<file path="src/logic/sdr_pkg.sv">
// Shared constants for the self-diagnosis result formatter
package sdr_pkg;

  // Register byte offsets on the APB
  localparam logic [7:0] OFS_CTRL   = 8'h00;
  localparam logic [7:0] OFS_RESULT = 8'h04;
  localparam logic [7:0] OFS_STATUS = 8'h08;

  // Control register fields
  localparam int CTRL_ALIGN_BIT = 0;
  localparam int CTRL_RES_LSB   = 1;
  localparam int CTRL_RES_W     = 2;

  // Status register fields
  localparam int STAT_VALID_BIT   = 0;
  localparam int STAT_OVERRUN_BIT = 1;

  // Converter, result and bus data widths
  localparam int CONV_W   = 12;
  localparam int DIAG_W   = 2;
  localparam int RESULT_W = 16;
  localparam int APB_DW   = 32;

  // Resolution codes held in the control register
  localparam logic [1:0] RES_12 = 2'h0;
  localparam logic [1:0] RES_10 = 2'h1;
  localparam logic [1:0] RES_8  = 2'h2;

  // Alignment codes
  localparam logic ALIGN_RIGHT = 1'h0;
  localparam logic ALIGN_LEFT  = 1'h1;

  // Reset values
  localparam logic       RST_ALIGN  = ALIGN_RIGHT;
  localparam logic [1:0] RST_RES    = RES_12;
  localparam logic [15:0] RST_RESULT = 16'h0000;

  // A resolution code the formatter can serve
  function automatic logic res_ok(input logic [1:0] res);
    res_ok = (res == RES_12) || (res == RES_10) || (res == RES_8);
  endfunction

endpackage

</file>
<file path="src/logic/sdr_pack.sv">
// Packs converted value and diagnosis status into the result word
`timescale 1ns/100ps
module sdr_pack (
  input  wire logic                         i_align,
  input  wire logic [1:0]                   i_res,
  input  wire logic [sdr_pkg::CONV_W-1:0]   i_data,
  input  wire logic [sdr_pkg::DIAG_W-1:0]   i_diag,
  output logic      [sdr_pkg::RESULT_W-1:0] o_word
);
  import sdr_pkg::*;

  // Unused bits stay zero in every layout
  always_comb begin
    o_word = RST_RESULT;
    if (i_align == ALIGN_LEFT) begin
      o_word[1:0] = i_diag;
      case (i_res)
        RES_10: begin
          o_word[15:6] = i_data[9:0];
        end
        RES_8: begin
          o_word[15:8] = i_data[7:0];
        end
        default: begin
          o_word[15:4] = i_data;
        end
      endcase
    end else begin
      o_word[15:14] = i_diag;
      case (i_res)
        RES_10: begin
          o_word[9:0] = i_data[9:0];
        end
        RES_8: begin
          o_word[7:0] = i_data[7:0];
        end
        default: begin
          o_word[11:0] = i_data;
        end
      endcase
    end
  end

endmodule

</file>
<file path="src/logic/sdr_top.sv">
// Self-diagnosis result register with APB access
//
// Register access over APB and the placing of the registers are this design's own decisions.
`timescale 1ns/100ps
module sdr_top #(
  parameter int ADDR_W = 8
) (
  input  wire logic                         i_clock,
  input  wire logic                         i_reset_n,
  input  wire logic                         i_clock_en,
  input  wire logic                         i_conv_valid,
  input  wire logic [sdr_pkg::CONV_W-1:0]   i_conv_data,
  input  wire logic [sdr_pkg::DIAG_W-1:0]   i_diag_status,
  input  wire logic                         i_psel,
  input  wire logic                         i_penable,
  input  wire logic                         i_pwrite,
  input  wire logic [ADDR_W-1:0]            i_paddr,
  input  wire logic [sdr_pkg::APB_DW-1:0]   i_pwdata,
  output logic      [sdr_pkg::APB_DW-1:0]   o_prdata,
  output logic                              o_pready,
  output logic                              o_pslverr,
  output logic      [sdr_pkg::RESULT_W-1:0] o_result,
  output logic                              o_result_valid
);
  import sdr_pkg::*;

  // Offsets must fit the address bus
  generate
    if (ADDR_W < 4 || ADDR_W > 32) begin : g_bad_addr
      $error("ADDR_W must lie between 4 and 32");
    end
  endgenerate

  typedef struct packed {
    logic                align;
    logic [1:0]          res;
    logic [RESULT_W-1:0] result;
    logic                valid;
    logic                overrun;
    logic                pready;
    logic                pslverr;
    logic [APB_DW-1:0]   prdata;
  } sdr_state_s;

  sdr_state_s          st_q;
  sdr_state_s          st_d;
  logic                rst_meta_q;
  logic                rst_n_q;
  logic [RESULT_W-1:0] packed_word;
  logic [7:0]          word_addr;
  logic                setup;
  logic                access;

  // Reset release through two flops; assertion stays asynchronous
  always_ff @(posedge i_clock or negedge i_reset_n) begin
    if (!i_reset_n) begin
      rst_meta_q <= 1'h0;
      rst_n_q    <= 1'h0;
    end else begin
      rst_meta_q <= 1'h1;
      rst_n_q    <= rst_meta_q;
    end
  end

  // Layout follows the live configuration at the store
  sdr_pack u_pack (
    .i_align (st_q.align),
    .i_res   (st_q.res),
    .i_data  (i_conv_data),
    .i_diag  (i_diag_status),
    .o_word  (packed_word)
  );

  // Highest paddr bit that takes part in the register decode
  localparam int DEC_MSB = (ADDR_W > 8) ? 7 : ADDR_W - 1;

  // Address decode; upper bits above the map must be zero
  always_comb begin
    word_addr = 8'h00;
    word_addr[DEC_MSB:0] = i_paddr[DEC_MSB:0];
  end

  assign setup  = i_psel && !i_penable && !st_q.pready;
  assign access = i_psel && i_penable && st_q.pready;

  // Next-state logic for bus, configuration and stored result
  always_comb begin
    st_d         = st_q;
    st_d.pready  = 1'h0;
    st_d.pslverr = 1'h0;
    // Read data and error are decided in setup, shown in access
    if (setup) begin
      st_d.pready = 1'h1;
      st_d.prdata = '0;
      if (ADDR_W > 8 && (i_paddr >> 8) != '0) begin
        st_d.pslverr = 1'h1;
      end else if (i_pwrite) begin
        // Result and status are read-only; bad resolution refused
        st_d.pslverr = (word_addr != OFS_CTRL) ||
          !res_ok(i_pwdata[CTRL_RES_LSB +: CTRL_RES_W]);
      end else begin
        case (word_addr)
          OFS_CTRL: begin
            st_d.prdata[CTRL_ALIGN_BIT] = st_q.align;
            st_d.prdata[CTRL_RES_LSB +: CTRL_RES_W] = st_q.res;
          end
          OFS_RESULT: begin
            st_d.prdata[RESULT_W-1:0] = st_q.result;
            // Clear on read happens here, before a store can set it
            st_d.valid   = 1'h0;
            st_d.overrun = 1'h0;
          end
          OFS_STATUS: begin
            st_d.prdata[STAT_VALID_BIT]   = st_q.valid;
            st_d.prdata[STAT_OVERRUN_BIT] = st_q.overrun;
          end
          default: begin
            st_d.pslverr = 1'h1;
          end
        endcase
      end
    end
    // Write lands at the edge where the master sees pready
    if (access && i_pwrite && !st_q.pslverr) begin
      st_d.align = i_pwdata[CTRL_ALIGN_BIT];
      st_d.res   = i_pwdata[CTRL_RES_LSB +: CTRL_RES_W];
    end
    // Store wins over a clear in the same cycle
    if (i_conv_valid) begin
      st_d.result  = packed_word;
      st_d.overrun = st_q.valid && st_d.valid;
      st_d.valid   = 1'h1;
    end
  end

  // Single state register, frozen while the clock enable is low
  always_ff @(posedge i_clock or negedge rst_n_q) begin
    if (!rst_n_q) begin
      st_q        <= '0;
      st_q.align  <= RST_ALIGN;
      st_q.res    <= RST_RES;
      st_q.result <= RST_RESULT;
    end else if (i_clock_en) begin
      st_q <= st_d;
    end
  end

  assign o_prdata       = st_q.prdata;
  assign o_pready       = st_q.pready;
  assign o_pslverr      = st_q.pslverr;
  assign o_result       = st_q.result;
  assign o_result_valid = st_q.valid;

  // Shorthand for a store under a given layout
  logic store;
  assign store = i_clock_en && i_conv_valid;

  AST_LEFT_12: assert property (
    @(posedge i_clock) disable iff (!rst_n_q)
    (store && st_q.align == ALIGN_LEFT && st_q.res == RES_12)
    |=> o_result == {$past(i_conv_data), 2'h0, $past(i_diag_status)})
    else $error("left 12-bit layout wrong");

  AST_RIGHT_8: assert property (
    @(posedge i_clock) disable iff (!rst_n_q)
    (store && st_q.align == ALIGN_RIGHT && st_q.res == RES_8)
    |=> o_result == {$past(i_diag_status), 6'h00,
                     $past(i_conv_data[7:0])})
    else $error("right 8-bit layout wrong");

  AST_LEFT_10: assert property (
    @(posedge i_clock) disable iff (!rst_n_q)
    (store && st_q.align == ALIGN_LEFT && st_q.res == RES_10)
    |=> o_result == {$past(i_conv_data[9:0]), 4'h0,
                     $past(i_diag_status)})
    else $error("left 10-bit layout wrong");

  AST_LEFT_8: assert property (
    @(posedge i_clock) disable iff (!rst_n_q)
    (store && st_q.align == ALIGN_LEFT && st_q.res == RES_8)
    |=> o_result == {$past(i_conv_data[7:0]), 6'h00,
                     $past(i_diag_status)})
    else $error("left 8-bit layout wrong");

  AST_RIGHT_12: assert property (
    @(posedge i_clock) disable iff (!rst_n_q)
    (store && st_q.align == ALIGN_RIGHT && st_q.res == RES_12)
    |=> o_result == {$past(i_diag_status), 2'h0, $past(i_conv_data)})
    else $error("right 12-bit layout wrong");

  AST_RIGHT_10: assert property (
    @(posedge i_clock) disable iff (!rst_n_q)
    (store && st_q.align == ALIGN_RIGHT && st_q.res == RES_10)
    |=> o_result == {$past(i_diag_status), 4'h0,
                     $past(i_conv_data[9:0])})
    else $error("right 10-bit layout wrong");

  AST_HOLD_RESULT: assert property (
    @(posedge i_clock) disable iff (!rst_n_q)
    !store |=> $stable(o_result))
    else $error("result changed without a store");

  AST_VALID_SET: assert property (
    @(posedge i_clock) disable iff (!rst_n_q)
    store |=> o_result_valid)
    else $error("store did not raise valid");

  AST_PREADY_PULSE: assert property (
    @(posedge i_clock) disable iff (!rst_n_q)
    (i_clock_en && setup) |=> o_pready ##1 (!$past(i_clock_en) || !o_pready))
    else $error("pready not a single-cycle answer");

  // Error only ever travels with the answer strobe
  AST_ERR_WITH_READY: assert property (
    @(posedge i_clock) disable iff (!rst_n_q)
    o_pslverr |-> o_pready)
    else $error("pslverr without pready");

  // Result read shows the stored word in the low half, upper half zero
  AST_RESULT_READ: assert property (
    @(posedge i_clock) disable iff (!rst_n_q)
    (i_clock_en && setup && !i_pwrite && word_addr == OFS_RESULT &&
     (i_paddr >> 8) == '0)
    |=> o_prdata == {16'h0, $past(o_result)})
    else $error("result read data wrong");

  // An accepted control write changes the resolution at its access edge
  AST_CTRL_WRITE: assert property (
    @(posedge i_clock) disable iff (!rst_n_q)
    (i_clock_en && access && i_pwrite && !o_pslverr)
    |=> st_q.res == $past(i_pwdata[CTRL_RES_LSB +: CTRL_RES_W]))
    else $error("control write did not land");

  COV_LEFT_STORE: cover property (
    @(posedge i_clock) disable iff (!rst_n_q)
    store && st_q.align == ALIGN_LEFT);

  COV_RIGHT_8_STORE: cover property (
    @(posedge i_clock) disable iff (!rst_n_q)
    store && st_q.align == ALIGN_RIGHT && st_q.res == RES_8);

  COV_RESULT_READ: cover property (
    @(posedge i_clock) disable iff (!rst_n_q)
    access && !i_pwrite && word_addr == OFS_RESULT);

  COV_BAD_WRITE: cover property (
    @(posedge i_clock) disable iff (!rst_n_q)
    access && o_pslverr && i_pwrite);

endmodule

</file>
<file path="config.mk">
export PLATFORM = sky130hd
export DESIGN_NAME = sdr_top
export DESIGN_NICKNAME = d
export VERILOG_FILES = /design/src/logic/sdr_pkg.sv /design/src/logic/sdr_pack.sv /design/src/logic/sdr_top.sv
export SDC_FILE = /design/constraint.sdc
export NUM_CORES = 1
export LEC_CHECK = 0
export BUFFER_PORTS_ARGS = -buffer_cell sky130_fd_sc_hd__buf_2
export CORE_MARGIN = 2
export CORE_UTILIZATION = 40
export DETAILED_ROUTE_END_ITERATION = 12
export PLACE_DENSITY = 0.77
export SLEW_MARGIN = 20
export SYNTH_ARGS = -nofsm -noshare
export SYNTH_HDL_FRONTEND = slang
export SYNTH_SLANG_ARGS = --single-unit
</file>
<file path="constraint.sdc">
create_clock -name i_clock -period 1.8 [get_ports i_clock]
set_clock_uncertainty 0.1 [all_clocks]
set_input_delay 0 -clock i_clock [delete_from_list [all_inputs] [get_ports i_clock]]
set_output_delay 0 -clock i_clock [all_outputs]
set_load 0.01 [all_outputs]
</file>
# Word-level counts from Yosys, hierarchy flattened

Cells that the tools add are included.

Memories kept: 0
Bits of input ports: 61
Latch bits: 0
Output and inout bits: 51
RAM bits: 0
Logic and storage cells: 62
Flip-flop bits (word level): 41
Bits in read-only memories: 0

Multiplexer cells: 20
Bitwise operators: 0
Reduce and logical (&&, ||, !) cells: 25
$add $sub $neg: 0
Shift-type cells: 0
Equal/unequal tests: 7
Div/mod/pow operators: 0
Order comparisons: 0
$mul: 0

Operator list:

| cell                                                                  | count |
|---|---|
| 36-bit 2-to-1 mux                                                     | 1 |
| 2-bit 2-to-1 mux                                                      | 10 |
| 16-bit 2-to-1 mux                                                     | 1 |
| 8-bit one-hot mux with 2 select lines                                 | 1 |
| 13-bit 2-to-1 mux                                                     | 1 |
| 8-bit by 3-bit equality test with 1-bit output, second input constant | 1 |
| 8-bit by 4-bit equality test with 1-bit output, second input constant | 1 |
| 8-bit zero test                                                       | 1 |
| 8-bit 2-to-1 mux                                                      | 1 |
| 8-bit nonzero test                                                    | 1 |
| 1-bit logical AND                                                     | 7 |
| 2-bit one-hot mux with 3 select lines                                 | 1 |
| 2-bit AND reduction                                                   | 3 |
| 2-bit by 1-bit equality test with 1-bit output, second input constant | 2 |
| 2-bit equality test, second input constant                            | 2 |
| 1-bit zero test                                                       | 4 |
| 2-bit one-hot mux with 2 select lines                                 | 1 |
| 4-bit AND reduction                                                   | 1 |
| 2-bit nonzero test                                                    | 2 |
| 1-bit logical OR                                                      | 3 |
| 3-bit OR reduction                                                    | 1 |
| 2-bit zero test                                                       | 1 |
| 1-bit 2-to-1 mux                                                      | 2 |
| 2-bit != test, second input constant                                  | 1 |
| 2 further kinds                                                       | 2 |

# Depth between registers and ports, before layout

Gate-level depths: netlist of the first run.

Word-level depth: 9
Depth in mapped cells: 6
Mapped depth without buffers: 5

# By module

Synthesis of the first run repeated with hierarchy kept, for this count alone.

Cell total of the unflattened synthesis: 251
Area, all modules: 2467.4 um2

By module, submodules not included:

| module   | times used | cells an instance | area each (um2) | sequential area each (um2) |
|---|---|---|---|---|
| sdr_top  | 1          | 195               | 2098.3          | 1026.0 |
| sdr_pack | 1          | 56                | 369.1           | 0.0 |

# Least setup slack after synthesis of the first run

No wires, ideal clock.

Path kind: register -> register
Start: register st_q[52] (netlist bit)
End: register st_q, in the netlist o_result[10]
Period minus slack after synthesis: 1.666 ns
Library setup time: 0.137 ns
Stages on the path, launching flop included: 7
Required time: 1.563 ns
Data arrival time: 1.429 ns
Buffers on the path: 1
Path slack: 0.134 ns
Cells stage by stage: dfrtp_1 > inv_1 > ha_1 > clkbuf_1 > a221o_1 > a32oi_1 > a21oi_1

Word-level cells in the longest chain between the ends: 4
Elaborated cells on any way between the ends: 6
Classes of those cells: eq/ne (2); mux (3); reduce/logical (1)

RTL lines:

| item                                                                                  | RTL line                       | source |
|---|---|---|
| start, declared                                                                       | sdr_top.sv:45                  | `sdr_state_s st_q;` |
| start signal, assigned                                                                | sdr_top.sv:144                 | `st_q <= st_d;` |
| 2-bit by 1-bit equality test with 1-bit output or 2-bit equality test (tied branches) | sdr_pack.sv:17, sdr_pack.sv:30 |  |
| 2-bit OR reduction (no line)                                                          | --                             |  |
| 2-bit 2-to-1 mux                                                                      | sdr_pack.sv:30                 | `case (i_res)` |
| 8-bit 2-to-1 mux *                                                                    | sdr_pack.sv:15                 | `if (i_align == ALIGN_LEFT) begin` |

Every way passes the cells marked *; elsewhere a longest branch is shown, timed or not.
A chain may end at the register's enable or synchronous reset.

# Worst setup path after layout of the first run

Start: input port i_paddr[6]
End: register st_q, in the netlist o_result_valid

Word-level cells in the longest chain between the ends: 5

RTL lines:

| item                                           | RTL line       | source |
|---|---|---|
| start, declared                                | sdr_top.sv:17  | `input wire logic [ADDR_W-1:0] i_paddr,` |
| 8-bit by 3-bit equality test with 1-bit output | sdr_top.sv:102 | `case (word_addr)` |
| 2-bit 2-to-1 mux                               | sdr_top.sv:102 |  |
| 2-bit 2-to-1 mux                               | sdr_top.sv:97  | `end else if (i_pwrite) begin` |
| 36-bit 2-to-1 mux                              | sdr_top.sv:92  | `if (setup) begin` |
| 2-bit 2-to-1 mux                               | sdr_top.sv:129 | `if (i_conv_valid) begin` |

Every way passes these cells. The select of a mux whose other input is x is not followed.

==> results.cfg, run 1 <==
[outcome]
status = complete, no violations

[place]
dp_slack_ps = 69.7
place.gp.congestion = 0.876
hpwl_um = 3580
dp.cells = 339
port-buffer-count = 66

[cts]
tritoncts = built
clockBufferDepth = 2
cts_buffers = 5
clk_pin_slew_worst_paths_ps = 70
clkLatencyLatePin_ps = 290
cts_max_level = 2
root_buffer = clkbuf_8
cts.sinks = 41

[critical_path]
worstSetupPathType = input pin to register
worstRegToRegCells = 5
path_delay_family = buffers and inverters
crit_arrival_ps = 1770
r2r-end = o_result[11]
path_depth = 6
worstSetupEndpointType = register
crit_slowest_cell = dlygate4sd3_1
start_kind = input pin
required_ps = 1840
reg2reg_slack_ps = 140
crit_chain = dlygate4sd3_1 -> buf_2 -> or3_2 -> nor4_4 -> buf_6 -> o21ai_0
r2r_start = st_q[53]
critPathCapture = o_result_valid
cpPeakStageDelay_ps = 550
startpoint = i_paddr[6]
cp.buffers_inverters = 3
path_max_fanout = 14

[final_layout]
drive_gt1_share_pct = 35.6
fill_cells = 526
nNetsFinal = 357
layoutNonFillerInstCount = 370
diodes = 0
area_growth_syn_to_layout_pct = 17.9

[route]
routedWlPerCell_um = 13.3
drc = 0
wl_um = 4910
num_vias = 1806
viasPerCell = 4.88
drtAntennaViolNets = 0
firstDrtPassIters = 6
drtIter0Drc = 116

[grt]
grt_pass1_wl_um = 7930
grt_start_max_net_pins = 40
grt_pass1_vias = 1679
grtUsageMet3_pct = 3.33
grtUsageTotal_pct = 15.7
antenna_found_initial = 0
grt_use_met2_pct = 23.6
grt-ovfl-total = 0
busiest_layer = met2
met1_usage_pct = 21.4

[logic_synthesis]
yosysSeqAreaShare_pct = 43.0
yosysUniqueCellTypes = 40
netlist_instances = 236
synth_ff_type = dfrtp_1
synth_area_leader_cell = dfrtp_1
synth_area_mm2 = 0.00239
ys_async_sr_fraction_pct = 100
synth_area_per_cell_um2 = 10.1
synth_top_area_share_pct = 43.0
yosysWarnings = 0
synth_edf_count = 0
ys_ff_latch = 41
ys_top_cells_by_area = dfrtp_1, buf_4, a22o_2

[die]
fp.coreArea_mm2 = 0.00585
dieArea_mm2 = 0.00660
die-height_um = 81.2
num_rows = 28
io-pin-count = 112
start_util_pct = 40.8
die_x_um = 81.2

[power]
vdd_ir_drop_max_mv = 0.409
p_total_w = 0.00239
powerDensity_mw_per_mm2 = 848
p_leak_nw = 1.40

[timing]
rsz0062_at_grt = false
setup_tns_ps = 0
setup_viol = 0
finalCriticalPeriod_ps = 1730
fin_crit_sh_pct = 95.8
fin_ws_ps = 74.9
max_freq_mhz = 580
tightest_slew_ps = 765
hold_violations = 0
timing.hold.ws_ps = 53.7
drv_slew = 0
maxSlewHeadroom_pct = 49.0

[hold_path]
hp-class = input pin to register

[flow_run]
cap_violations = 0
## final cells by class
| class | instances | area (um2) | area share, % |
|---|---|---|---|
| inverter | 5 | 18.8 | 0.667 |
| tap | 75 | 93.8 | 3.33 |
| clock buffer | 5 | 68.8 | 2.45 |
| sequential | 41 | 1030 | 36.5 |
| multi-input combinational | 143 | 957 | 34.0 |
| clock inverter | 3 | 17.5 | 0.622 |
| timing repair buffer | 98 | 632 | 22.5 |
## report_power, final
part | total (W) | internal, W | switching, W
sequential | 0.00110 | 0.00101 | 0.0000984
clock | 0.000583 | 0.000267 | 0.000316
combinational | 0.000700 | 0.000336 | 0.000364
## cell usage after synthesis, types with 3 or more instances
cell type / n
nor2b_1: 5
a22o_2: 12
buf_4: 48
clkbuf_1: 9
mux2_2: 3
a32oi_1: 4
o21ai_0: 11
inv_1: 5
mux2i_1: 6
a221o_1: 6
buf_6: 3
a22o_1: 6
nor2_1: 12
a31oi_1: 4
nand2_1: 16
a21oi_1: 7
dfrtp_1: 41
nand2b_1: 9
## per-stage QoR
stage,cell area [um2],util (%)
floorplan,2440,-
global route,2810,48.1
CTS,2810,47.9
detailed placement,2490,42.5
finish,2810,48.1
global placement,2490,42.5
## worst reg2reg max path: stages (launching register included)
cell,delay (ps)
dfrtp_1,410
ha_2,470
buf_4,180
nor2b_1,170
a32oi_1,80
a21oi_1,180
## cells by family after synthesis
family	count (synthesis)	synth area share [%]
AO/OA/AOI/OAI	62	20.0
adder cells (fa/ha/maj)	2	1.05
buffers and inverters	67	19.5
flip-flops	41	43.0
multiplexers	9	3.93
other	2	0.315
AND/OR/NAND/NOR	53	12.2
## metal layers
layer,routed length [um],vias to the layer above
li1,-,889
met1,2280,841
met2,2250,64
met3,237,12
met4,146,0
met5,0,-
## layout by cell type, fill, tap and decap left out, types with 2 or more instances in the layout
| cell type | instances |
|---|---|
| o41ai_1 | 2 |
| a22o_2 | 12 |
| mux2i_1 | 6 |
| a221oi_1 | 2 |
| conb_1 | 17 |
| o31ai_1 | 2 |
| o211ai_1 | 2 |
| clkbuf_8 | 5 |
| inv_1 | 5 |
| a21oi_1 | 7 |
| nand2_1 | 16 |
| dfrtp_1 | 41 |
| clkinv_2 | 2 |
| a221o_1 | 6 |
| ha_2 | 2 |
| o21ai_0 | 11 |
| nor3_1 | 2 |
| a32oi_1 | 4 |
| a31oi_1 | 4 |
| dlygate4sd3_1 | 23 |
| nor2_1 | 12 |
| nor2b_1 | 5 |
| buf_4 | 8 |
| buf_2 | 66 |
| mux2_2 | 3 |
| a22o_1 | 6 |
| nand2b_1 | 9 |
## state kept, by name, indices dropped and copies added, names as in the netlist
| register | count |
|---|---|
| o_prdata | 16 |
| o_pready | 1 |
| o_pslverr | 1 |
| o_result | 16 |
| o_result_valid | 1 |
| rst_meta_q | 1 |
| rst_n_q | 1 |
| st_q | 4 |
## what timing repair did
action                                  in CTS  in global routing
hold endpoints to repair                    22                  0
gates resized for setup                      0                  3
endpoints found under the setup margin       0                  5
hold buffers                                23                  0
buffers inserted                             0                  0
## worst min path at each step
stage / startpoint / to / slack (ps) / cells past startpoint
6_report: i_conv_data[5] / o_result[5] / 50 / 4
5_1_grt: i_paddr[2] / o_pslverr / 80 / 3
4_1_cts: i_penable / st_q[34] / 40 / 4
3_5_place_dp: i_reset_n / rst_meta_q / -310 / 1
3_3_place_gp: i_reset_n / rst_meta_q / -310 / 1
2_1_floorplan: i_reset_n / rst_meta_q / -400 / 0
(Power assumes the default switching activity.)
==> run 2, diff against run 1 <==
--- a/config.mk
+++ b/config.mk
@@ -15,2 +15,3 @@
 export SYNTH_HDL_FRONTEND = slang
+export SYNTH_HIERARCHICAL = 1
 export SYNTH_SLANG_ARGS = --single-unit
==> constraint.sdc (replaced) <==
create_clock -name i_clock -period 1.8 [get_ports i_clock]
set_clock_uncertainty 0.1 [all_clocks]
set_input_delay 0.09 -clock i_clock [delete_from_list [all_inputs] [get_ports i_clock]]
set_output_delay 0.09 -clock i_clock [all_outputs]
set_load 0.01 [all_outputs]
==> run 2 against run 1 <==
First-iteration DRC count up 15%. Critical path depth up 1. Combinational power up 20%. Sequential cell count unchanged. Core utilization down 1.3 points. Area after synthesis up 3.4%. Critical path type is now register to register. Highest routed layer unchanged.
==> results.cfg, run 2 <==
[outcome]
status = complete, no violations

[route]
drtAntennaViolNets = 0
wl_um = 5100
drtIter0Drc = 133
drc = 0
firstDrtPassIters = 4
routedWlPerCell_um = 13.7
viasPerCell = 4.97
num_vias = 1844

[timing]
rsz0062_at_grt = false
hold_violations = 0
drv_slew = 0
max_freq_mhz = 580
setup_tns_ps = 0
setup_viol = 0
finalCriticalPeriod_ps = 1720
fin_crit_sh_pct = 95.7

[place]
place.gp.congestion = 0.838
port-buffer-count = 66
placed_cell_area_mm2 = 0.00260
hpwl_um = 3900

[power]
internal_power_w = 0.00176
powerDensity_mw_per_mm2 = 924
power_switching_w = 0.000813
seqPwrFrac_pct = 45.0
vdd_ir_drop_max_mv = 0.361
pwr-share-comb_pct = 32.5
p_leak_nw = 1.33
clkPwrFrac_pct = 22.5
swShare_pct = 31.6

[cts]
clk_pin_slew_worst_paths_ps = 70
root_buffer = clkbuf_8
cts_max_level = 2
cts_buffers = 5
cts.sinks = 41
tritoncts = built
clockBufferDepth = 2
clkLatencyLatePin_ps = 280

[critical_path]
crit_chain = inv_1 -> ha_4 -> buf_6 -> clkinvlp_4 -> o21ai_2 -> nor2_1 -> mux2_2
worstSetupPathType = register to register
path_max_fanout = 8
crit_slowest_cell = dfrtp_1
r2r-end = o_result[12]
required_ps = 1870
start_kind = register
worstSetupEndpointType = register
r2r_start = st_q[52]
reg2reg_slack_ps = 80
cpPeakStageDelay_ps = 380
worstRegToRegCells = 7
cp.buffers_inverters = 3
path_delay_family = flip-flops
crit_arrival_ps = 1790

[logic_synthesis]
yosysUniqueCellTypes = 35
ys_async_sr_fraction_pct = 100
synth_area_per_cell_um2 = 9.83
yosysSeqAreaShare_pct = 41.6
ys_ff_latch = 41
yosys-top-cells-count = buf_4, dfrtp_1, nand2_1
synth_area_leader_cell = dfrtp_1
ys_top_cells_by_area = dfrtp_1, buf_4, mux2_2
synth_ff_type = dfrtp_1
synth_top_area_share_pct = 41.6
yosysWarnings = 6
synth_area_mm2 = 0.00247
synth_edf_count = 0
yosysMostFrequentCell = buf_4
netlist_instances = 251

[die]
fp.coreArea_mm2 = 0.00596
die_x_um = 82.5
die-height_um = 82.5
dieArea_mm2 = 0.00681
start_util_pct = 41.4
io-pin-count = 112
num_rows = 28

[final_layout]
design_area_mm2 = 0.00279
nNetsFinal = 360
final_cell_mix = buf_2, dfrtp_1, nand2_1, mux2_2, conb_1
drive_gt1_share_pct = 39.9
final_common_cell = buf_2
area_growth_syn_to_layout_pct = 12.9
diodes = 0
utilization_pct = 46.8

[grt]
grt_start_max_net_pins = 40
grt_pass1_wl_um = 8110
grtUsageTotal_pct = 15.6
antenna_found_initial = 0
grt_pass1_vias = 1739
grt-ovfl-total = 0

[flow_run]
cap_violations = 0

[hold_path]
hp-class = input pin to asynchronous set/reset pin
run 2: cell count changes after synthesis, moves of 6 or more:
cell	change
clkbuf_1	-9
nand3_1	+6
nand2b_1	-9
nand2_1	+17
o22ai_1	+6
buf_2	+9
mux2_2	+19
a22o_2	-12
o21ai_1	+10
a21oi_1	-6
run 2: layer usage:
metal	part of all wire, %	vias to the layer above	GRT usage, %
met4	1.4	0	4.43
met5	0	-	0
met1	41	885	18.5
met3	6.9	7	4.89
met2	50	60	26.9
li1	-	892	-
run 2: cell families after synthesis:
| kind of cell | synth area share, % |
|---|---|
| multiplexers | 11.7 |
| flip-flops | 41.6 |
| buffers and inverters | 18.4 |
| other | 0.304 |
| AND/OR/NAND/NOR | 14.2 |
| adder cells (fa/ha/maj) | 1.52 |
| AO/OA/AOI/OAI | 12.3 |
run 2: worst reg2reg max path, delay by kind of cell, from the launching register on:
| family | cells | cell delay [ps] |
|---|---|---|
| DFF | 1 | 380 |
| buffers and inverters | 3 | 380 |
| and+or+nand+nor | 1 | 50 |
| AOI/OAI and AO/OA | 1 | 170 |
| muxes | 1 | 260 |
| adders and majority gates | 1 | 280 |
run 2: worst max path at each step:
stage | from | to | slack, ps | cells after the start
after floorplan | st_q[52] | o_result[14] | 70 | 7
after CTS | st_q[52] | o_result[8] | 20 | 6
after global placement | st_q[52] | o_result[8] | 80 | 6
after global routing | st_q[52] | o_result[12] | 10 | 7
after detailed placement | st_q[52] | o_result[12] | 40 | 7
final | st_q[52] | o_result[12] | 80 | 7
run 2: through the flow:
step                power, W  hold WS (ps)  setup WS (ps)  std cells
global route         0.00273          14.9           11.1        371
CTS                  0.00252          4.68           23.6        369
floorplan            0.00181          -306           74.8        266
finish               0.00257          13.4           76.6        371
detailed placement   0.00193          -223           35.6        357
global placement     0.00191          -226           82.9        357
run 2: power groups by stage:
stage / sequential, W / combinational [W] / clock, W
final: 0.00116 / 0.000837 / 0.000580
after global routing: 0.00117 / 0.000917 / 0.000640
after CTS: 0.00116 / 0.000767 / 0.000597
after detailed placement: 0.00117 / 0.000756 / 0
after global placement: 0.00117 / 0.000735 / 0
after floorplan: 0.00115 / 0.000657 / 0
run 2: cell type report:
class,count,area [um2]
inverter,7,30.0
multi-input combinational,159,1070
sequential,41,1030
tap,75,93.8
timing repair buffer,82,479
fill,575,3170
clock buffer,7,86.3
run 2: what timing repair did:
item,in CTS,in global routing
gates resized for setup,0,9
endpoints found under the hold margin,6,0
buffers inserted,0,2
hold buffers,5,0
endpoints found under the setup margin,0,7
